## src/hw/ldnc_defs.svh

```systemverilog
`ifndef LDNC_DEFS_SVH
`define LDNC_DEFS_SVH

// Register byte addresses
`define LDNC_A_CTRL     8'h00
`define LDNC_A_LDCFG    8'h04
`define LDNC_A_LDSTART  8'h08
`define LDNC_A_FREQ     8'h0c
`define LDNC_A_PHASE    8'h10
`define LDNC_A_FSTROBE  8'h14
`define LDNC_A_PSTROBE  8'h18
`define LDNC_A_RESULT   8'h1c
`define LDNC_A_STATUS   8'h20
`define LDNC_A_AFREQ    8'h24

// Carrier and input control field positions
`define LDNC_CTL_SYNC_EN  20
`define LDNC_CTL_IN_FMT   18
`define LDNC_CTL_IN_MODE  17
`define LDNC_CTL_CLR_ACC  2
`define LDNC_CTL_LOAD_UPD 0

// Level detector config and phase word layout
`define LDNC_CFG_MSB      30
`define LDNC_THR_MSB      13
`define LDNC_PO_MSB       9

// Counter and phase constants
`define LDNC_CNT_TC       18'h00004
`define LDNC_CNT_STEP     18'h00001
`define LDNC_CNT_LSB_PAD  2'h0
`define LDNC_PH_TOP       22

// Reset values
`define LDNC_RST_W32      32'h0000_0000
`define LDNC_RST_PO       10'h000
`define LDNC_RST_CNT      18'h00000

`endif

```

## src/hw/ldnc_pkg.sv

```systemverilog
package ldnc_pkg;

   // Level detector configuration word
   typedef struct packed {
      logic        mode;       // 1 = continuous
      logic [15:0] interval;   // Counter preload, upper bits
      logic [13:0] threshold;  // Signed threshold
   } ldnc_ld_cfg_t;

   // Carrier and input control bits
   typedef struct packed {
      logic sync_en;
      logic in_fmt;
      logic in_mode;
      logic clr_acc;
      logic load_upd;
   } ldnc_ctl_t;

   // Register index decoded from address
   typedef enum logic [3:0] {
      LDNC_R_CTRL, LDNC_R_LDCFG, LDNC_R_LDSTART, LDNC_R_FREQ,
      LDNC_R_PHASE, LDNC_R_FSTROBE, LDNC_R_PSTROBE, LDNC_R_RESULT,
      LDNC_R_STATUS, LDNC_R_AFREQ, LDNC_R_NONE
   } ldnc_reg_t;

   // Level detector states, Gray along the path
   typedef enum logic [1:0] {
      LDNC_IDLE = 2'h0,
      LDNC_RUN  = 2'h1,
      LDNC_DONE = 2'h3
   } ldnc_state_t;

endpackage : ldnc_pkg

```

## src/hw/ldnc_top.sv

```systemverilog
// Design decisions made here: the placing of the registers and the APB slave port.
`timescale 1ns/10ps
// Notes on behaviour
// Mode zero: accumulation halts when the interval counter reaches terminal count.
// Mode one: continuous; at timeout integrator reloads and result latches for reading.
// Sixteen-bit interval field forms the upper bits of an 18-bit counter preload.
// Software picks period N, multiple of four, and programs N/4+1.
// Interpolated zeros are integrated; gated input reaccumulates the held sample each clock.
// Each integrated sample adds input magnitude to threshold, bits 12..0 aligned.
// Input threshold is a signed 14-bit value with bit 13 as sign.
// Any write to the start location starts or restarts the integrator.
// Oscillator takes a 32-bit frequency word spanning plus/minus half sample rate.
// Frequency word held until strobe, or enabled sync pulse, then copied active.
// Oscillator advances or updates only while the active-low input enable is low; the strobes here copy to the active registers regardless.
// A sync load arriving while not updating is remembered until next update.
// Carrier phase is offset by a 10-bit phase word, bit 9 MSB.
// Phase word works as two's complement or offset binary alike.
// Phase word held until phase strobe or enabled sync, then made active.
// Write to frequency strobe copies held frequency into active register.
// Write to phase strobe copies held phase into active register.
// Software writes zeros to all reserved bits.
// With load-on-update set, frequency update or sync load also zeros accumulator feedback.
// Sync pulse moves held values only when the external sync enable is one.
`include "ldnc_defs.svh"

module ldnc_top
   import ldnc_pkg::*;
#(
   parameter int ACC_W  = 32,
   parameter int ADDR_W = 8
) (
   // Clock, reset, enable
   input  wire logic              core_clk_i,
   input  wire logic              sys_rst_i,
   input  wire logic              ce_i,
   // APB slave
   input  wire logic              psel_i,
   input  wire logic              penable_i,
   input  wire logic              pwrite_i,
   input  wire logic [ADDR_W-1:0] paddr_i,
   input  wire logic [31:0]       pwdata_i,
   output logic      [31:0]       prdata_o,
   output logic                   pready_o,
   output logic                   pslverr_o,
   // Sample input side
   input  wire logic [13:0]       sample_i,
   input  wire logic              input_enable_n_i,
   input  wire logic              front_end_sync_input_i,
   // Results
   output logic      [9:0]        carrier_phase_o,
   output logic                   level_busy_o
);

   // Address decode shared by read and write paths
   // Unlisted and unaligned addresses map to no register, which the
   // handshake answers with an error and read data of zero.
   function automatic ldnc_reg_t ldnc_decode(input logic [ADDR_W-1:0] a);
      case (a)
         `LDNC_A_CTRL:    ldnc_decode = LDNC_R_CTRL;
         `LDNC_A_LDCFG:   ldnc_decode = LDNC_R_LDCFG;
         `LDNC_A_LDSTART: ldnc_decode = LDNC_R_LDSTART;
         `LDNC_A_FREQ:    ldnc_decode = LDNC_R_FREQ;
         `LDNC_A_PHASE:   ldnc_decode = LDNC_R_PHASE;
         `LDNC_A_FSTROBE: ldnc_decode = LDNC_R_FSTROBE;
         `LDNC_A_PSTROBE: ldnc_decode = LDNC_R_PSTROBE;
         `LDNC_A_RESULT:  ldnc_decode = LDNC_R_RESULT;
         `LDNC_A_STATUS:  ldnc_decode = LDNC_R_STATUS;
         `LDNC_A_AFREQ:   ldnc_decode = LDNC_R_AFREQ;
         default:         ldnc_decode = LDNC_R_NONE;
      endcase
   endfunction : ldnc_decode

   // Registers
   // Holding and active copies are kept apart so software can prepare
   // a new frequency or phase without disturbing the running carrier.
   ldnc_ctl_t          ctl_r;
   ldnc_ld_cfg_t       cfg_r;
   logic [31:0]        freq_hold_r;
   logic [31:0]        freq_act_r;
   logic [9:0]         po_hold_r;
   logic [9:0]         po_act_r;
   logic [31:0]        phase_acc_r;
   logic               sync_pend_r;
   logic               zero_pend_r;
   logic [17:0]        cnt_r;
   logic [ACC_W-1:0]   acc_r;
   logic [ACC_W-1:0]   result_r;
   logic [13:0]        held_r;
   ldnc_state_t        state_r;
   ldnc_state_t        state_nxt;

   // Bus strobes
   // A write takes effect only in the cycle its ready pulse is seen,
   // the same cycle in which the master takes its answer.
   logic               access;
   logic               done;
   logic               wr;
   ldnc_reg_t          sel;
   logic [31:0]        rd_val;

   assign access = psel_i & penable_i;
   assign done   = access & pready_o;
   assign wr     = done & pwrite_i;
   assign sel    = ldnc_decode(paddr_i);

   // Bus handshake: one wait state, then answer
   // The first access cycle only registers the answer, so read data comes
   // from a flip-flop and the decode path never reaches an output pin.
   // Ready lasts one cycle; a master that keeps penable high afterwards
   // starts a fresh wait. Error and read data hold until the next answer.
   always_ff @(posedge core_clk_i) begin
      if (sys_rst_i) begin
         pready_o  <= 1'h0;
         pslverr_o <= 1'h0;
         prdata_o  <= `LDNC_RST_W32;
      end else if (ce_i) begin
         pready_o <= access & ~pready_o;
         if (access & ~pready_o) begin
            pslverr_o <= (sel == LDNC_R_NONE);
            prdata_o  <= pwrite_i ? `LDNC_RST_W32 : rd_val;
         end
      end
   end

   // Read mux
   // Holding registers read back as written; strobe and start locations
   // read as zero. Status packs the pending flags, detector state and the
   // top of the active phase word, so software can watch a sync in flight.
   always_comb begin
      rd_val = `LDNC_RST_W32;
      case (sel)
         LDNC_R_CTRL: begin
            rd_val[`LDNC_CTL_SYNC_EN]  = ctl_r.sync_en;
            rd_val[`LDNC_CTL_IN_FMT]   = ctl_r.in_fmt;
            rd_val[`LDNC_CTL_IN_MODE]  = ctl_r.in_mode;
            rd_val[`LDNC_CTL_CLR_ACC]  = ctl_r.clr_acc;
            rd_val[`LDNC_CTL_LOAD_UPD] = ctl_r.load_upd;
         end
         LDNC_R_LDCFG:  rd_val[`LDNC_CFG_MSB:0] = cfg_r;
         LDNC_R_FREQ:   rd_val = freq_hold_r;
         LDNC_R_PHASE:  rd_val[`LDNC_PO_MSB:0] = po_hold_r;
         LDNC_R_RESULT: rd_val = 32'(result_r);
         LDNC_R_STATUS: rd_val = {26'h0, zero_pend_r, sync_pend_r, state_r, po_act_r[9:8]};
         LDNC_R_AFREQ:  rd_val = freq_act_r;
         default:       rd_val = `LDNC_RST_W32;
      endcase
   end

   // Configuration registers
   // Only completed writes land here. Reserved bits are dropped on entry,
   // so a careless write cannot reach a field that does not exist.
   // Writes to the read-only locations fall through the default branch.
   always_ff @(posedge core_clk_i) begin
      if (sys_rst_i) begin
         ctl_r       <= '0;
         cfg_r       <= '0;
         freq_hold_r <= `LDNC_RST_W32;
         po_hold_r   <= `LDNC_RST_PO;
      end else if (ce_i && wr) begin
         case (sel)
            LDNC_R_CTRL: begin
               ctl_r.sync_en  <= pwdata_i[`LDNC_CTL_SYNC_EN];
               ctl_r.in_fmt   <= pwdata_i[`LDNC_CTL_IN_FMT];
               ctl_r.in_mode  <= pwdata_i[`LDNC_CTL_IN_MODE];
               ctl_r.clr_acc  <= pwdata_i[`LDNC_CTL_CLR_ACC];
               ctl_r.load_upd <= pwdata_i[`LDNC_CTL_LOAD_UPD];
            end
            LDNC_R_LDCFG: cfg_r       <= pwdata_i[`LDNC_CFG_MSB:0];
            LDNC_R_FREQ:  freq_hold_r <= pwdata_i;
            LDNC_R_PHASE: po_hold_r   <= pwdata_i[`LDNC_PO_MSB:0];
            default:      ;
         endcase
      end
   end

   // Oscillator control strobes
   // The enable pin gates every oscillator step. A sync pulse counts only
   // while the external sync enable bit is set; a counted pulse loads at
   // once when the oscillator steps, otherwise it waits in the pending flag.
   logic nco_upd;
   logic sync_req;
   logic fstb;
   logic pstb;
   logic sync_load;

   assign nco_upd   = ~input_enable_n_i;
   assign sync_req  = front_end_sync_input_i & ctl_r.sync_en;
   assign fstb      = wr & (sel == LDNC_R_FSTROBE);
   assign pstb      = wr & (sel == LDNC_R_PSTROBE);
   assign sync_load = nco_upd & (sync_req | sync_pend_r);

   // Pending sync and feedback-zero requests
   // A request is parked only while the oscillator is idle; one that meets
   // a step is served in that cycle. Parking it as well would serve it a
   // second time on the next step and reload values written in between.
   // Set and clear therefore never meet, and no request is lost.
   always_ff @(posedge core_clk_i) begin
      if (sys_rst_i) begin
         sync_pend_r <= 1'h0;
         zero_pend_r <= 1'h0;
      end else if (ce_i) begin
         sync_pend_r <= (sync_req | sync_pend_r) & ~nco_upd;
         zero_pend_r <= ((fstb & ctl_r.load_upd) | zero_pend_r) & ~nco_upd;
      end
   end

   // Active frequency register
   // A strobe copies at once, whatever the enable pin does; a sync copy
   // waits for a step. Both take the holding value of that cycle.
   always_ff @(posedge core_clk_i) begin
      if (sys_rst_i) begin
         freq_act_r <= `LDNC_RST_W32;
      end else if (ce_i) begin
         if (fstb || sync_load) begin
            freq_act_r <= freq_hold_r;
         end
      end
   end

   // Active phase offset register
   // Same timing as the frequency copy, so one sync moves both together.
   always_ff @(posedge core_clk_i) begin
      if (sys_rst_i) begin
         po_act_r <= `LDNC_RST_PO;
      end else if (ce_i) begin
         if (pstb || sync_load) begin
            po_act_r <= po_hold_r;
         end
      end
   end

   // Phase accumulator and phase output
   // Feedback is zeroed while the clear bit is set, or on a frequency load
   // with load-on-update set; a strobe that meets an idle cycle waits.
   logic zero_fb;
   logic [31:0] acc_base;

   assign zero_fb  = ctl_r.clr_acc | ((sync_load | zero_pend_r | (fstb & nco_upd)) & ctl_r.load_upd);
   assign acc_base = zero_fb ? `LDNC_RST_W32 : phase_acc_r;

   // Accumulator steps only on enabled cycles; zeroed feedback restarts it
   // from the frequency word alone, giving a known phase after a load.
   always_ff @(posedge core_clk_i) begin
      if (sys_rst_i) begin
         phase_acc_r <= `LDNC_RST_W32;
      end else if (ce_i && nco_upd) begin
         phase_acc_r <= acc_base + freq_act_r;
      end
   end

   // Phase output: top accumulator bits plus the offset word
   // The sum wraps modulo the word size, so a two's complement offset and
   // an offset binary one give the same angle; no mode bit is needed.
   always_ff @(posedge core_clk_i) begin
      if (sys_rst_i) begin
         carrier_phase_o <= `LDNC_RST_PO;
      end else if (ce_i && nco_upd) begin
         carrier_phase_o <= acc_base[31:`LDNC_PH_TOP] + po_act_r;
      end
   end

   // Sample selection for the level detector
   logic [13:0] samp_tc;
   logic [13:0] samp_use;
   logic [14:0] mag;
   logic signed [15:0] term;

   // Last enabled sample, reused while the input is gated off
   // so a gated run repeats real data and never sees the idle pin value
   always_ff @(posedge core_clk_i) begin
      if (sys_rst_i)
         held_r <= '0;
      else if (ce_i && nco_upd)
         held_r <= sample_i;
   end

   // Magnitude plus signed threshold, one term per integrated cycle
   // Interpolated zeros and repeated gated samples both count, so software
   // sizes interval and threshold with them in mind. The magnitude is one
   // bit wider than the sample so the most negative input does not wrap.
   always_comb begin
      // Interpolated: zero when not enabled; gated: held sample
      if (ctl_r.in_mode)
         samp_use = nco_upd ? sample_i : '0;
      else
         samp_use = nco_upd ? sample_i : held_r;
      // Offset binary becomes two's complement by flipping the top bit
      samp_tc = ctl_r.in_fmt ? {~samp_use[13], samp_use[12:0]} : samp_use;
      mag     = samp_tc[13] ? 15'(-{samp_tc[13], samp_tc}) : {1'h0, samp_tc};
      // Threshold sign-extends; its low bits line up with the sample's
      term    = signed'({1'h0, mag}) + 16'(signed'(cfg_r.threshold));
   end

   // Level detector state and timeout
   // The counter runs down from the preload and times out at the value
   // that leaves exactly N integrated cycles for a preload of N/4+1.
   // A start write always wins, even in the timeout cycle, so a restart
   // is never swallowed by a one-shot that ends at that moment.
   logic start;
   logic tmo;
   logic [17:0] preload;

   assign start   = wr & (sel == LDNC_R_LDSTART);
   assign preload = {cfg_r.interval, `LDNC_CNT_LSB_PAD};
   assign tmo     = (state_r == LDNC_RUN) & (cnt_r == `LDNC_CNT_TC);

   // Next state: idle, running, done
   always_comb begin
      case (state_r)
         LDNC_IDLE: state_nxt = start ? LDNC_RUN : LDNC_IDLE;
         LDNC_RUN:  state_nxt = (tmo & ~cfg_r.mode & ~start) ? LDNC_DONE : LDNC_RUN;
         LDNC_DONE: state_nxt = start ? LDNC_RUN : LDNC_DONE;
         default:   state_nxt = LDNC_IDLE;
      endcase
   end

   // State register; busy comes from the next state so it is a
   // flip-flop output that matches the state in every cycle
   always_ff @(posedge core_clk_i) begin
      if (sys_rst_i) begin
         state_r      <= LDNC_IDLE;
         level_busy_o <= 1'h0;
      end else if (ce_i) begin
         state_r      <= state_nxt;
         level_busy_o <= (state_nxt == LDNC_RUN);
      end
   end

   // Interval counter: loads on start, counts down while running
   // In continuous mode the timeout reloads it; in one-shot mode it rests.
   always_ff @(posedge core_clk_i) begin
      if (sys_rst_i) begin
         cnt_r <= `LDNC_RST_CNT;
      end else if (ce_i) begin
         if (start) begin
            cnt_r <= preload;
         end else if (tmo) begin
            if (cfg_r.mode) begin
               cnt_r <= preload;
            end
         end else if (state_r == LDNC_RUN) begin
            cnt_r <= cnt_r - `LDNC_CNT_STEP;
         end
      end
   end

   // Integrator: cleared on start and on a continuous reload
   // A one-shot run stops adding once the counter has ended.
   always_ff @(posedge core_clk_i) begin
      if (sys_rst_i) begin
         acc_r <= '0;
      end else if (ce_i) begin
         if (start) begin
            acc_r <= '0;
         end else if (tmo) begin
            if (cfg_r.mode) begin
               acc_r <= '0;
            end
         end else if (state_r == LDNC_RUN) begin
            acc_r <= acc_r + ACC_W'(term);
         end
      end
   end

   // Result register: copied at each timeout without a start write, for software to read
   // It keeps the last finished interval while the next one runs.
   always_ff @(posedge core_clk_i) begin
      if (sys_rst_i) begin
         result_r <= '0;
      end else if (ce_i) begin
         if (tmo && !start) begin
            result_r <= acc_r;
         end
      end
   end

endmodule : ldnc_top

```

## config.mk

```make
export PLATFORM = sky130hd
export DESIGN_NAME = ldnc_top
export DESIGN_NICKNAME = d
export VERILOG_FILES = /design/src/hw/ldnc_pkg.sv /design/src/hw/ldnc_top.sv
export VERILOG_INCLUDE_DIRS = /design/src /design/src/hw
export SDC_FILE = /design/constraint.sdc
export NUM_CORES = 1
export LEC_CHECK = 0
export ABC_AREA = 1
export BUFFER_PORTS_ARGS = -buffer_cell sky130_fd_sc_hd__buf_4
export CAP_MARGIN = 0
export CORE_ASPECT_RATIO = 1.1
export CORE_UTILIZATION = 44
export DETAILED_ROUTE_END_ITERATION = 10
export GPL_ROUTABILITY_DRIVEN = 0
export PLACE_DENSITY_LB_ADDON = 0.12
export SLEW_MARGIN = 20
export SYNTH_ARGS = -nofsm -noshare
export SYNTH_HDL_FRONTEND = slang
export SYNTH_SLANG_ARGS = --single-unit
```

## constraint.sdc

```tcl
create_clock -name core_clk_i -period 9.49 [get_ports core_clk_i]
set_input_delay 2.3725 -clock core_clk_i [delete_from_list [all_inputs] [get_ports core_clk_i]]
set_output_delay 2.3725 -clock core_clk_i [all_outputs]
set_load 0.005 [all_outputs]
```

# Word-level counts from Yosys, hierarchy flattened
# Cells that the tools add are included.
# Widths: inputs -> output; s select.
dict set report totals {
  inputBits 62
  out_inout_bits 45
  word_cells 131
  ff_bits 297
}
dict set report op_classes {
  addsub 6
  bitwise 27
  muxes 30
  n_eq_ne 24
  reduce_logical 19
}
# cell n
set ops {}
lappend ops {{$mux 32} 6}
lappend ops {{$mux 18} 4}
lappend ops {{$add 32x32->32} 2}
lappend ops {{$mux 14} 4}
lappend ops {{$pmux 7 s6} 1}
lappend ops {{$pmux 10 s4} 1}
lappend ops {{$pmux 4 s10} 1}
lappend ops {{$eq 8x5->1 const B} 4}
lappend ops {{$pmux 7 s4} 1}
lappend ops {{$eq 18x3->1 const B} 1}
lappend ops {{$sub 18x1->18 const B} 1}
lappend ops {{$and 1x1->1} 17}
lappend ops {{$add 16x14->16} 1}
lappend ops {{$eq 4x3->1 const B} 4}
lappend ops {{$eq 8x4->1 const B} 2}
lappend ops {{$eq 8x6->1 const B} 2}
lappend ops {{$reduce_and 2->1} 8}
lappend ops {{$mux 15} 1}
lappend ops {{$neg 15->15} 1}
lappend ops {{$pmux 1 s7} 2}
lappend ops {{$eq 4x4->1 const B} 3}
lappend ops {{$add 10x10->10} 1}
lappend ops {{$pmux 2 s5} 1}
lappend ops {{$eq 4x2->1 const B} 2}
lappend ops {{other kinds (22)} 35}

# Logic depth before layout (Yosys ltp)
# Gate-level depths: netlist of run 1.
dict set report depth {
  depth_word 11
  mapped_depth 37
  depth_no_buf 36
}

# Least setup slack after synthesis of run 1
# Ideal clock, no wire load.
dict set report synth_timing {
  path_type {input to register}
  start {input input_enable_n_i}
  end {register acc_r[23]}
  path_stages 29
  path_slack_ns 3.155
  required_time_ns 9.358
  path_buffers 1
  setup_time_ns 0.132
  arrival_ns 6.203
  cell_sequence {nand2_1 -> buf_2 -> o22ai_1 -> inv_1 -> ha_1 -> inv_1 -> nor2_1 -> nand2_1 -> inv_1 -> a31oi_1 -> a21oi_1 -> xor2_1 -> inv_1 -> ha_1 -> a21oi_1 -> nand2_1 -> a21oi_1 -> nand2_1 -> nand2_1 -> nand2_1 -> ha_1 -> nand2_1 -> nor2_1 -> nand2_1 -> or2_2 -> nand3_1 -> nand2_1 -> nand3_1 -> a21oi_1}
}
dict set report synth_between {
  elab_chain_len 11
  elab_cells_between_ends 12
  classes_between {3 x add/sub; 8 x mux; 1 x bitwise}
}
# item line_no
set synth_lines {}
lappend synth_lines {{start, declared} ldnc_top.sv:47} ;# input wire logic input_enable_n_i,
lappend synth_lines {{$mux 14, on equally long branches} {ldnc_top.sv:286, ldnc_top.sv:284}}
lappend synth_lines {{$mux 14 *} ldnc_top.sv:283} ;# if (ctl_r.in_mode)
lappend synth_lines {{$not 1->1} ldnc_top.sv:288} ;# samp_tc = ctl_r.in_fmt ? {~samp_use[13], samp_use[12:0]} : samp_use;
lappend synth_lines {{$mux 14 *} ldnc_top.sv:288}
lappend synth_lines {{$neg 15->15} ldnc_top.sv:289} ;# mag = samp_tc[13] ? 15'(-{samp_tc[13], samp_tc}) : {1'h0, samp_tc};
lappend synth_lines {{$mux 15 *} ldnc_top.sv:289}
lappend synth_lines {{$add 16x14->16 *} ldnc_top.sv:291} ;# term = signed'({1'h0, mag}) + 16'(signed'(cfg_r.threshold));
lappend synth_lines {{$add 32x32->32 *} ldnc_top.sv:360} ;# acc_r <= acc_r + ACC_W'(term);
lappend synth_lines {{$mux 32 *} ldnc_top.sv:359} ;# end else if (state_r == LDNC_RUN) begin
lappend synth_lines {{$mux 32 *} ldnc_top.sv:355} ;# end else if (tmo) begin
lappend synth_lines {{$mux 32 *} ldnc_top.sv:353} ;# if (start) begin
lappend synth_lines {{end signal, assigned} ldnc_top.sv:360}
lappend synth_lines {{end, declared} ldnc_top.sv:86} ;# logic [ACC_W-1:0] acc_r;
# Every way passes the cells marked *; elsewhere a longest branch is shown, timed or not. The select of a mux whose other input is x is not followed.
# A chain may end at the register's enable or synchronous reset.

# Worst setup path after layout of run 1
dict set report layout_timing {
  start {input input_enable_n_i}
  end {register acc_r[17]}
}
# The elaborated chain is that of the path after synthesis.

==> impl_metrics.py, run 1 <==
metrics = {
    "clock_network": {
        "cts_tree": "yes",
        "clock-sinks": 297,
        "clkLatencyLatePin_ps": 560,
        "clk_root_buffer_cell": "sky130_fd_sc_hd__clkbuf_16",
        "post-cts-setup-buffer-count": 0,
        "hold_buffers": 0,
        "cts-root-to-sink-buffers": 3,
        "cts.repair.resized": 0,
        "cts.clk_slew.worst_paths_ps": 60,
        "inserted_clock_buffers": 35,
        "cts_max_level": 2,
    },
    "hold_path": {
        "min-delay-path-class": "flop to flop",
    },
    "power": {
        "pwrdens_mw_per_mm2": 144.1,
        "static_leakage_nw": 9.082,
        "vdd.ir_drop.worst_v": 0.0001203,
    },
    "routing": {
        "detail_route.drc_violations": 0,
        "detailed_router_iteration_count_before_antenna_repair": 8,
        "drt_iter0_drc": 1343,
        "vias": 18500,
        "count_of_antenna_violating_nets_left_after_detailed_routing": 0,
        "avgViaCountPerCell": 5.530,
        "drt_wl_total_um": 61890,
        "wire_per_inst_um": 18.50,
    },
    "cells_and_area": {
        "syn2layout_area_growth_pct": 12.83,
        "final_net_count": 2969,
        "num_antenna_cells": 0,
        "final_layout_size_suffix_gt1_share_pct": 7.801,
        "fillers": 4142,
    },
    "worst_setup_path": {
        "critPathMaxFanout": 18,
        "critPathCaptureType": "flop",
        "worstSetupStartpointType": "input pin",
        "crit_path_top_delay_cell": "sky130_fd_sc_hd__ha_1",
        "data_arrival_time_at_the_worst_slack_endpoint_ps": 7820,
        "critical_path.max_stage_delay_ps": 590,
        "worst-endpoint-required_ps": 9960,
        "path_common_cell": "sky130_fd_sc_hd__nand2_1",
        "crit_type": "input pin to flop",
    },
    "placement": {
        "port-buffer-count": 106,
        "post-dp-hpwl_um": 46350,
    },
    "sta": {
        "min_period_ps": 7357,
        "worst_hold_slack_ps": 450.1,
        "layout_worst_path_cycle_share_pct": 77.52,
        "slew_headroom_pct": 30.67,
        "grt_setup_unrepaired": "no",
        "timing.setup.tns_ps": 0,
        "worst-slew-pin-transition_ps": 1037,
        "report.final.setup_viol": 0,
        "final.setup_skew_ps": 20.55,
        "fmax_mhz": 135.9,
        "timing.final.max_slew_violations": 0,
        "final_number_of_hold_violating_endpoints": 0,
    },
    "synthesis": {
        "ys_ff_latch": 297,
        "net_count_after_synthesis": 2908,
        "synth.cell_area_mm2": 0.01785,
        "synth-warning-count": 0,
        "post_synth_num_cell_types": 48,
        "synth_seq_area_share_pct": 33.31,
        "postSynthAreaPerCell_um2": 6.498,
        "cell_count_after_synthesis": 2747,
    },
    "global_route": {
        "antenna_found_initial": 0,
        "grt.total_usage_pct": 29.56,
        "global_route_wire_length_before_repair_um": 95400,
        "grt_ovf": 0,
        "grt_start_max_net_pins": 87,
        "vias_in_the_first_global_route": 17100,
    },
    "floorplan": {
        "effective_utilization_at_floorplan_pct": 44.54,
        "std_cell_rows": 77,
        "height_of_the_die_um": 213.2,
        "ios": 107,
        "die_w_um": 194.0,
        "core_region_area_mm2": 0.04008,
        "area_of_the_die_mm2": 0.04138,
    },
    "run_status": {
        "status": "complete, no violations",
    },
    "flow_run": {
        "drv.max_cap_violation_count": 0,
    },
}
==> cell type report <==
type / instances / area [µm²] / area share [%]
inverter: 345 / 1297 / 6.442
multi-input combinational: 2007 / 10180 / 50.56
clock buffer: 48 / 985.9 / 4.895
tap: 513 / 641.9 / 3.187
clock inverter: 14 / 170.2 / 0.8449
timing repair buffer: 122 / 915.9 / 4.547
sequential: 297 / 5946 / 29.52
==> routing by layer <==
metal	track usage, %	vias to the layer above	part of all wire [%]
met2	50.37	679	47
met4	12.62	0	4.7
li1	-	9108	-
met3	3.633	160	5.6
met1	37.71	8557	43
met5	0	-	0
==> cell families after synthesis <==
family,count (synthesis),synth area share [%]
AND/OR/NAND/NOR,1218,28.14
AO/OA/AOI/OAI,635,19.10
buffers and inverters,443,9.666
flip-flops,297,33.31
adder cells (fa/ha/maj),99,7.108
XOR/XNOR,54,2.650
other,1,0.02101
==> cells in the final DEF, fill, tap and decap left out, types with 13 or more instances in the layout <==
master                      Yosys  routed
sky130_fd_sc_hd__xor2_1        34      34
sky130_fd_sc_hd__dfxtp_1      297     297
sky130_fd_sc_hd__buf_4          3     122
sky130_fd_sc_hd__or2_2         23      23
sky130_fd_sc_hd__inv_1        334     333
sky130_fd_sc_hd__a31oi_1       13      13
sky130_fd_sc_hd__nand2_1      561     560
sky130_fd_sc_hd__xnor2_1       20      20
sky130_fd_sc_hd__o22ai_1       30      30
sky130_fd_sc_hd__nor2_1       414     413
sky130_fd_sc_hd__ha_1          95      95
sky130_fd_sc_hd__clkbuf_16      0      36
sky130_fd_sc_hd__a21oi_1      254     254
sky130_fd_sc_hd__o21ai_0      276     276
sky130_fd_sc_hd__nand3_1      128     128
sky130_fd_sc_hd__nand4_1       40      40
sky130_fd_sc_hd__nor3_1        25      25
sky130_fd_sc_hd__o21bai_1      16      16
==> registers in the layout, indices dropped and copies added, names as in the netlist, 2 cells and up <==
| name | count |
|---|---|
| acc_r | 32 |
| carrier_phase_o | 10 |
| cfg_r | 31 |
| cnt_r | 18 |
| ctl_r | 5 |
| freq_act_r | 32 |
| freq_hold_r | 32 |
| held_r | 14 |
| phase_acc_r | 32 |
| po_act_r | 10 |
| po_hold_r | 10 |
| prdata_o | 32 |
| result_r | 32 |
| state_r | 2 |
==> synthesized netlist by cell type, drive strengths merged <==
| library cell | instances | area (µm²) |
|---|---|---|
| o211a | 2 | 20.02 |
| a22o | 3 | 26.28 |
| o22ai | 30 | 187.7 |
| nor4 | 5 | 31.28 |
| nor3b | 1 | 7.510 |
| o2111ai | 11 | 96.34 |
| fa | 4 | 80.08 |
| nand2b | 1 | 6.260 |
| nand4 | 40 | 250.2 |
| xnor2 | 20 | 175.2 |
| a21o | 5 | 37.54 |
| o32ai | 2 | 17.52 |
| nor3 | 27 | 145.1 |
| xor2 | 34 | 297.8 |
| inv | 340 | 1276 |
| clkinv | 5 | 18.77 |
| a21boi | 3 | 22.52 |
| o221ai | 2 | 17.52 |
| conb | 1 | 3.750 |
| o21ai | 278 | 1391 |
| o211ai | 5 | 37.54 |
| clkbuf | 65 | 244.0 |
| nand3 | 129 | 658.1 |
| buf | 33 | 186.4 |
| a211oi | 5 | 37.54 |
| a31oi | 13 | 81.33 |
| o21a | 4 | 30.03 |
| and3 | 1 | 6.260 |
| o31ai | 2 | 15.01 |
| o21bai | 16 | 120.1 |
| nand2 | 564 | 2125 |
| ha | 95 | 1189 |
| or2 | 23 | 143.9 |
| and2 | 2 | 12.51 |
| nand3b | 4 | 30.03 |
| a21oi | 254 | 1271 |
| dfxtp | 297 | 5946 |
| nor2 | 421 | 1608 |
==> through the flow <==
stage / area [µm²] / setup slack, ps / utilization (%) / power, mW / std cells
floorplan: 17850 / 3155 / - / 1.446 / 2747
global placement: 18980 / 2052 / 47.36 / 1.530 / 3284
detailed placement: 18980 / 1816 / 47.36 / 1.533 / 3284
CTS: 20140 / 2383 / 50.25 / 2.914 / 3346
global route: 20140 / 1694 / 50.25 / 2.997 / 3346
finish: 20140 / 2133 / 50.25 / 2.902 / 3346
==> power breakdown <==
| part | total, mW | switching, mW | leakage [nW] | internal (mW) |
|---|---|---|---|---|
| sequential | 1.26 | 0.00522 | 2.40 | 1.26 |
| clock | 1.39 | 0.577 | 0.556 | 0.814 |
| combinational | 0.246 | 0.162 | 6.13 | 0.0839 |
==> final timing paths <==
check	from	endpoint	slack [ps]	depth (start not counted)
max	input_enable_n_i	acc_r[17]	2130	31
max reg2reg	ctl_r[2]	acc_r[17]	3620	31
min reg2reg	result_r[21]	result_r[21]	450	2
min	result_r[21]	result_r[21]	450	2
==> worst max-delay path, delay by kind of cell <==
family                     cells  cell delay (ps)
buffers and inverters          6              610
and+or+nand+nor               17             2520
adders and majority gates      3             1100
xor gates and xnor gates       1              190
AOI/OAI and AO/OA              4             1000
(Power assumes the default switching activity.)
==> inputs of run 2 (changes only) <==
--- a/config.mk
+++ b/config.mk
@@ -6,7 +6,7 @@
 export SDC_FILE = /design/constraint.sdc
 export NUM_CORES = 1
 export LEC_CHECK = 0
-export ABC_AREA = 1
+export ABC_AREA = 0
 export BUFFER_PORTS_ARGS = -buffer_cell sky130_fd_sc_hd__buf_4
 export CAP_MARGIN = 0
 export CORE_ASPECT_RATIO = 1.1
==> constraint.sdc (replaced) <==
create_clock -name core_clk_i -period 7.5 [get_ports core_clk_i]
set_input_delay 1.875 -clock core_clk_i [delete_from_list [all_inputs] [get_ports core_clk_i]]
set_output_delay 1.875 -clock core_clk_i [all_outputs]
set_load 0.005 [all_outputs]
==> run 2 against run 1 <==
  * Critical path depth down 5
  * Total power grew 25%
  * Cell area down 6.1%
  * Clock skew barely moved
  * Register-to-register slack worse by 2200 ps
  * Non-clock buffer count grew 20
  * Count of clock-buffer cells in the layout fell by 3
  * Critical path type unchanged
  * Largest power group unchanged
==> impl_metrics.py, run 2 <==
metrics = {
    "power": {
        "seqPwrFrac_pct": 43.7,
        "power_mw": 3.630,
        "static_leakage_nw": 7.439,
        "intPower_mw": 2.790,
        "vdd.ir_drop.worst_v": 0.0001259,
        "share_clk_of_total_power_pct": 50.3,
        "switching_share_pct": 23.13,
        "pwrdens_mw_per_mm2": 192.0,
        "net-switching-power_mw": 0.8396,
        "combPwrFrac_pct": 6.0,
    },
    "sta": {
        "worst-slew-pin-transition_ps": 1013,
        "final.setup_skew_ps": 20.60,
        "timing.final.max_slew_violations": 0,
        "min_period_ps": 6959,
        "grt_setup_unrepaired": "no",
        "final_number_of_hold_violating_endpoints": 0,
        "report.final.setup_viol": 0,
        "slew_headroom_pct": 32.46,
        "layout_worst_path_cycle_share_pct": 92.79,
        "fmax_mhz": 143.7,
    },
    "hold_path": {
        "min_path_cells": 2,
        "min-delay-path-class": "flop to flop",
        "hold_path_end": "phase_acc_r[17]",
        "min-delay-start": "phase_acc_r[17]",
    },
    "synthesis": {
        "cell_count_after_synthesis": 2158,
        "yosysTopAreaCellShare_pct": 36.31,
        "synth.cell_area_mm2": 0.01638,
        "net_count_after_synthesis": 2319,
        "postSynthAreaPerCell_um2": 7.588,
        "synth-warning-count": 0,
        "synth_seq_area_share_pct": 36.31,
        "synth-edff-count": 0,
        "largest_area_contributor_in_the_synthesized_netlist": "sky130_fd_sc_hd__dfxtp_1",
        "synth-async-reset-ratio_pct": 0,
        "yosys-top-cells-area": "sky130_fd_sc_hd__dfxtp_1 (36%), sky130_fd_sc_hd__a21oi_1 (11%), sky130_fd_sc_hd__nand2_1 (11%)",
        "synth_most_common_cell": "sky130_fd_sc_hd__nand2_1",
        "post_synth_most_frequent_cells": "sky130_fd_sc_hd__nand2_1 (464), sky130_fd_sc_hd__a21oi_1 (356), sky130_fd_sc_hd__dfxtp_1 (297)",
        "synth_top_flop_cell": "sky130_fd_sc_hd__dfxtp_1",
        "post_synth_num_cell_types": 72,
        "ys_ff_latch": 297,
    },
    "cells_and_area": {
        "final_area_mm2": 0.01891,
        "most_used_cells_in_the_layout_excluding_fill_and_tap_cells": "sky130_fd_sc_hd__nand2_1 (463), sky130_fd_sc_hd__a21oi_1 (354), sky130_fd_sc_hd__dfxtp_1 (297), sky130_fd_sc_hd__nor2_1 (152), sky130_fd_sc_hd__buf_4 (141)",
        "fillers": 3555,
        "seqCellArea_mm2": 0.005946,
        "syn2layout_area_growth_pct": 15.46,
        "num_antenna_cells": 0,
        "final_layout_size_suffix_gt1_share_pct": 10.09,
        "final_common_cell": "sky130_fd_sc_hd__nand2_1",
        "final_net_count": 2376,
        "multiInputGateArea_mm2": 0.009897,
    },
    "placement": {
        "post-dp-hpwl_um": 37290,
        "postPlaceCellArea_mm2": 0.01767,
        "port-buffer-count": 106,
    },
    "global_route": {
        "vias_in_the_first_global_route": 14430,
        "global_route_wire_length_before_repair_um": 80530,
        "grt_start_max_net_pins": 118,
        "antenna_found_initial": 0,
        "grt.total_usage_pct": 27.09,
        "grt_ovf": 0,
    },
    "floorplan": {
        "effective_utilization_at_floorplan_pct": 44.93,
        "height_of_the_die_um": 204.3,
        "ios": 107,
        "area_of_the_die_mm2": 0.03799,
        "core_region_area_mm2": 0.03644,
        "die_w_um": 185.9,
        "std_cell_rows": 73,
    },
    "clock_network": {
        "clkLatencyLatePin_ps": 540,
        "cts_tree": "yes",
        "cts.clk_slew.worst_paths_ps": 50,
        "cts_max_level": 2,
        "clk_root_buffer_cell": "sky130_fd_sc_hd__clkbuf_16",
        "inserted_clock_buffers": 35,
        "cts-root-to-sink-buffers": 3,
        "clock-sinks": 297,
        "hold_buffers": 0,
    },
    "worst_setup_path": {
        "critical_r2r_launch": "ctl_r[2]",
        "worstSetupStartpointType": "input pin",
        "regToRegEndpoint": "acc_r[31]",
        "data_arrival_time_at_the_worst_slack_endpoint_ps": 7410,
        "critPathCaptureType": "flop",
        "worst_r2r_path_depth": 24,
        "worst-endpoint-required_ps": 7950,
        "crit_type": "input pin to flop",
        "critPathMaxFanout": 10,
        "ff2ff_setup_slack_ps": 1410,
    },
    "routing": {
        "vias": 15570,
        "drt_wl_total_um": 51310,
        "detailed_router_iteration_count_before_antenna_repair": 5,
        "avgViaCountPerCell": 5.713,
        "wire_per_inst_um": 18.82,
        "detail_route.drc_violations": 0,
        "count_of_antenna_violating_nets_left_after_detailed_routing": 0,
        "drt_iter0_drc": 1020,
    },
    "flow_run": {
        "drv.max_cap_violation_count": 0,
    },
    "run_status": {
        "status": "complete, no violations",
    },
}
-- run 2: per-layer routing --
metal | track usage [%] | vias to the layer above | part of all wire, %
met2 | 43.40 | 468 | 46
met5 | 0 | - | 0
met3 | 3.261 | 92 | 5.5
li1 | - | 7687 | -
met1 | 36.98 | 7327 | 45
met4 | 10.30 | 0 | 3.5
-- run 2: final cells by class --
class | instances | share of cell area [%]
Multi-Input combinational cell | 1699 | 52.35
Sequential cell | 297 | 31.45
Timing Repair Buffer | 142 | 5.678
Clock buffer | 45 | 5.155
Tap cell | 487 | 3.223
Clock inverter | 16 | 1.357
Inverter | 40 | 0.7941
-- run 2: power groups by stage --
stage	clock network (mW)	registers (mW)	logic [mW]
5_1_grt	1.92	1.59	0.235
4_1_cts	1.85	1.59	0.216
3_5_place_dp	0	1.62	0.216
6_report	1.83	1.59	0.218
3_3_place_gp	0	1.62	0.213
2_1_floorplan	0	1.62	0.131
-- run 2: kinds of logic after synthesis --
family	share of synthesized area [%]
AOI/OAI and AO/OA	24.05
xor gates and xnor gates	4.386
adders and majority gates	7.748
buffers and inverters	3.805
DFF	36.31
muxes	1.605
other	0.02290
and+or+nand+nor	22.07
-- run 2: what timing repair did --
item                                    4_1_cts  5_1_grt
setup buffers                                 0        0
resized for setup                             0        1
endpoints found under the setup margin        0        1
-- run 2: worst max-delay path by stage --
stage | cells past startpoint | slack [ps] | to | startpoint
global placement | 25 | 170 | acc_r[31] | input_enable_n_i
CTS | 25 | 510 | acc_r[31] | input_enable_n_i
detailed placement | 25 | -20 | acc_r[31] | input_enable_n_i
floorplan | 27 | 60 | acc_r[31] | input_enable_n_i
finish | 26 | 540 | acc_r[31] | input_enable_n_i
global route | 27 | 20 | acc_r[31] | input_enable_n_i
-- run 2: critical path, cell delays in order --
cell,delay [ps]
sky130_fd_sc_hd__buf_4,110
sky130_fd_sc_hd__inv_1,180
sky130_fd_sc_hd__nor3b_1,80
sky130_fd_sc_hd__a21oi_1,210
sky130_fd_sc_hd__xor2_1,360
sky130_fd_sc_hd__buf_4,240
sky130_fd_sc_hd__a21oi_1,60
sky130_fd_sc_hd__xor2_1,140
sky130_fd_sc_hd__ha_1,340
sky130_fd_sc_hd__nand3_1,80
sky130_fd_sc_hd__o21bai_1,180
sky130_fd_sc_hd__o211ai_1,130
sky130_fd_sc_hd__a31oi_1,360
sky130_fd_sc_hd__a211oi_2,170
sky130_fd_sc_hd__a21oi_2,260
sky130_fd_sc_hd__xor2_4,350
sky130_fd_sc_hd__ha_1,300
sky130_fd_sc_hd__and4_1,280
sky130_fd_sc_hd__and3_1,160
sky130_fd_sc_hd__nand4_1,120
sky130_fd_sc_hd__o21ai_0,200
sky130_fd_sc_hd__nor2_1,80
sky130_fd_sc_hd__a41oi_1,290
sky130_fd_sc_hd__or3b_2,470
sky130_fd_sc_hd__mux2_2,270
sky130_fd_sc_hd__o2111ai_1,90
-- run 2: metrics by stage --
step | std cells | util [%] | hold slack, ps | worst slack, ps | TNS [ps]
floorplan | 2158 | - | 416.7 | 58.40 | 0
global placement | 2665 | 48.49 | 429.7 | 167.7 | 0
detailed placement | 2665 | 48.49 | 439.8 | -18.90 | -18.90
CTS | 2726 | 51.87 | 447.1 | 507.9 | 0
global route | 2726 | 51.88 | 460.5 | 18.02 | 0
finish | 2726 | 51.88 | 446.3 | 540.5 | 0
==> inputs of run 3 (changes only) <==
--- a/config.mk
+++ b/config.mk
@@ -7,11 +7,11 @@
 export NUM_CORES = 1
 export LEC_CHECK = 0
 export ABC_AREA = 0
-export BUFFER_PORTS_ARGS = -buffer_cell sky130_fd_sc_hd__buf_4
 export CAP_MARGIN = 0
 export CORE_ASPECT_RATIO = 1.1
 export CORE_UTILIZATION = 44
 export DETAILED_ROUTE_END_ITERATION = 10
+export DONT_BUFFER_PORTS = 1
 export GPL_ROUTABILITY_DRIVEN = 0
 export PLACE_DENSITY_LB_ADDON = 0.12
 export SLEW_MARGIN = 20
==> run 3 against run 2 <==
  * Wire length fell by 0.80%
  * Utilization fell by 2.6 points
  * Register-to-register slack got worse by 60 ps
  * Cell count fell by 4.1%
  * Clock skew fell by 5.0 ps
  * Via count fell by 2.9%
  * Global-route usage fell by 0.51 points
  * Cell area fell by 4.9%
  * Non-clock buffer count fell by 113
  * Worst setup slack got worse by 21 ps
  * Sequential power barely moved
  * Clock power fell by 4%
  * Largest cell class unchanged
  * Highest routed layer unchanged
==> impl_metrics.py, run 3 (synthesis gave the netlist of run 2 again) <==
metrics = {
    "worst_setup_path": {
        "ff2ff_setup_slack_ps": 1350,
        "critPathMaxFanout": 13,
        "critical-path-top-delay-family": "compound AO/OA/AOI/OAI gates",
        "critical_path.max_stage_delay_ps": 480,
        "worstSetupStartpointType": "input pin",
        "cp_num_buf_inv": 2,
        "crit_type": "input pin to flop",
        "critPathCaptureType": "flop",
        "worst-endpoint-required_ps": 7930,
        "data_arrival_time_at_the_worst_slack_endpoint_ps": 7410,
        "crit_path_top_delay_cell": "sky130_fd_sc_hd__a211oi_1",
    },
    "sta": {
        "min_period_ps": 6980,
        "final.setup_skew_ps": 15.62,
        "timing.final.max_slew_violations": 0,
        "slew_headroom_pct": 23.58,
        "final_number_of_hold_violating_endpoints": 0,
        "worst_hold_slack_ps": 446.1,
        "grt_setup_unrepaired": "no",
        "worst-slew-pin-transition_ps": 1137,
        "layout_worst_path_cycle_share_pct": 93.07,
        "timing.setup.tns_ps": 0,
        "fmax_mhz": 143.3,
        "report.final.setup_viol": 0,
    },
    "global_route": {
        "vias_in_the_first_global_route": 13790,
        "grt_ovf": 0,
        "grt_start_max_net_pins": 291,
        "antenna_found_initial": 1,
        "grt.total_usage_pct": 26.58,
        "global_route_wire_length_before_repair_um": 78600,
    },
    "floorplan": {
        "area_of_the_die_mm2": 0.03799,
        "core_region_area_mm2": 0.03644,
        "ios": 107,
        "die_w_um": 185.9,
        "effective_utilization_at_floorplan_pct": 44.93,
        "std_cell_rows": 73,
        "height_of_the_die_um": 204.3,
    },
    "clock_network": {
        "cts.repair.resized": 0,
        "cts.clk_slew.worst_paths_ps": 60,
        "clock-sinks": 297,
        "post-cts-setup-buffer-count": 0,
        "hold_buffers": 0,
        "cts-root-to-sink-buffers": 3,
        "clkLatencyLatePin_ps": 530,
        "clk_root_buffer_cell": "sky130_fd_sc_hd__clkbuf_16",
        "cts_max_level": 2,
        "cts_tree": "yes",
        "inserted_clock_buffers": 34,
    },
    "routing": {
        "count_of_antenna_violating_nets_left_after_detailed_routing": 0,
        "drt_wl_total_um": 50900,
        "wire_per_inst_um": 19.47,
        "detail_route.drc_violations": 0,
        "detailed_router_iteration_count_before_antenna_repair": 5,
        "vias": 15120,
        "avgViaCountPerCell": 5.783,
        "drt_iter0_drc": 1187,
    },
    "power": {
        "seqPwrFrac_pct": 45.6,
        "vdd.ir_drop.worst_v": 0.0001588,
        "pwrdens_mw_per_mm2": 193.5,
        "combPwrFrac_pct": 4.0,
        "intPower_mw": 2.698,
        "static_leakage_nw": 6.859,
        "power_mw": 3.479,
        "share_clk_of_total_power_pct": 50.4,
        "net-switching-power_mw": 0.7807,
        "switching_share_pct": 22.44,
    },
    "placement": {
        "post-dp-hpwl_um": 36570,
        "port-buffer-count": 0,
    },
    "flow_run": {
        "drv.max_cap_violation_count": 0,
    },
    "cells_and_area": {
        "most_used_cells_in_the_layout_excluding_fill_and_tap_cells": "sky130_fd_sc_hd__nand2_1 (463), sky130_fd_sc_hd__a21oi_1 (354), sky130_fd_sc_hd__dfxtp_1 (297), sky130_fd_sc_hd__nor2_1 (152), sky130_fd_sc_hd__ha_1 (95)",
        "final_common_cell": "sky130_fd_sc_hd__nand2_1",
        "utilization_pct": 49.33,
        "syn2layout_area_growth_pct": 9.772,
        "final_layout_size_suffix_gt1_share_pct": 5.266,
        "final_net_count": 2262,
        "num_antenna_cells": 0,
    },
    "hold_path": {
        "min-delay-path-class": "flop to flop",
    },
    "run_status": {
        "status": "complete, no violations",
    },
}
[run 3: metrics by stage]
step / setup WS [ps] / cell area, µm² / instances
CTS: 602.4 / 17970 / 2614
global route: 102.9 / 17980 / 2614
finish: 519.5 / 17980 / 2614
floorplan: 58.40 / 16410 / 2158
global placement: 283.9 / 16800 / 2552
detailed placement: 93.05 / 16800 / 2552
[run 3: layout make-up]
| cell class | instances | area [µm²] |
|---|---|---|
| Clock buffer | 49 | 1031 |
| Clock inverter | 13 | 146.4 |
| Fill cell | 3549 | 18470 |
| Inverter | 40 | 150.1 |
| Multi-Input combinational cell | 1699 | 9876 |
| Sequential cell | 297 | 5946 |
| Tap cell | 487 | 609.3 |
| Timing Repair Buffer | 29 | 217.7 |
[run 3: worst paths after layout]
path / from / end / depth (start not counted)
min: phase_acc_r[14] / phase_acc_r[14] / 2
max reg2reg: ctl_r[2] / acc_r[31] / 23
min reg2reg: phase_acc_r[14] / phase_acc_r[14] / 2
max: input_enable_n_i / acc_r[31] / 25
[run 3: tightest hold or removal path, stage by stage (launching register included)]
cell and delay (ps):
sky130_fd_sc_hd__dfxtp_1 300, sky130_fd_sc_hd__nand2_1 50, sky130_fd_sc_hd__a21oi_1 50
[run 3: power groups by stage]
stage	clock (mW)	combinational [mW]	sequential, mW
after floorplan	0	0.131	1.62
after detailed placement	0	0.139	1.62
after global placement	0	0.137	1.62
after CTS	1.79	0.140	1.59
final	1.75	0.141	1.59
after global routing	1.85	0.155	1.59
[run 3: metal layers]
layer  wire length (µm)  GRT usage, %  vias up  share of wire, %
met5                  0             0        -                 0
met4               1620         8.841        0               3.2
met3               3062         4.330       86               6.0
met2              23360         43.00      434                46
met1              22870         35.69     7144                45
li1                   -             -     7452                 -
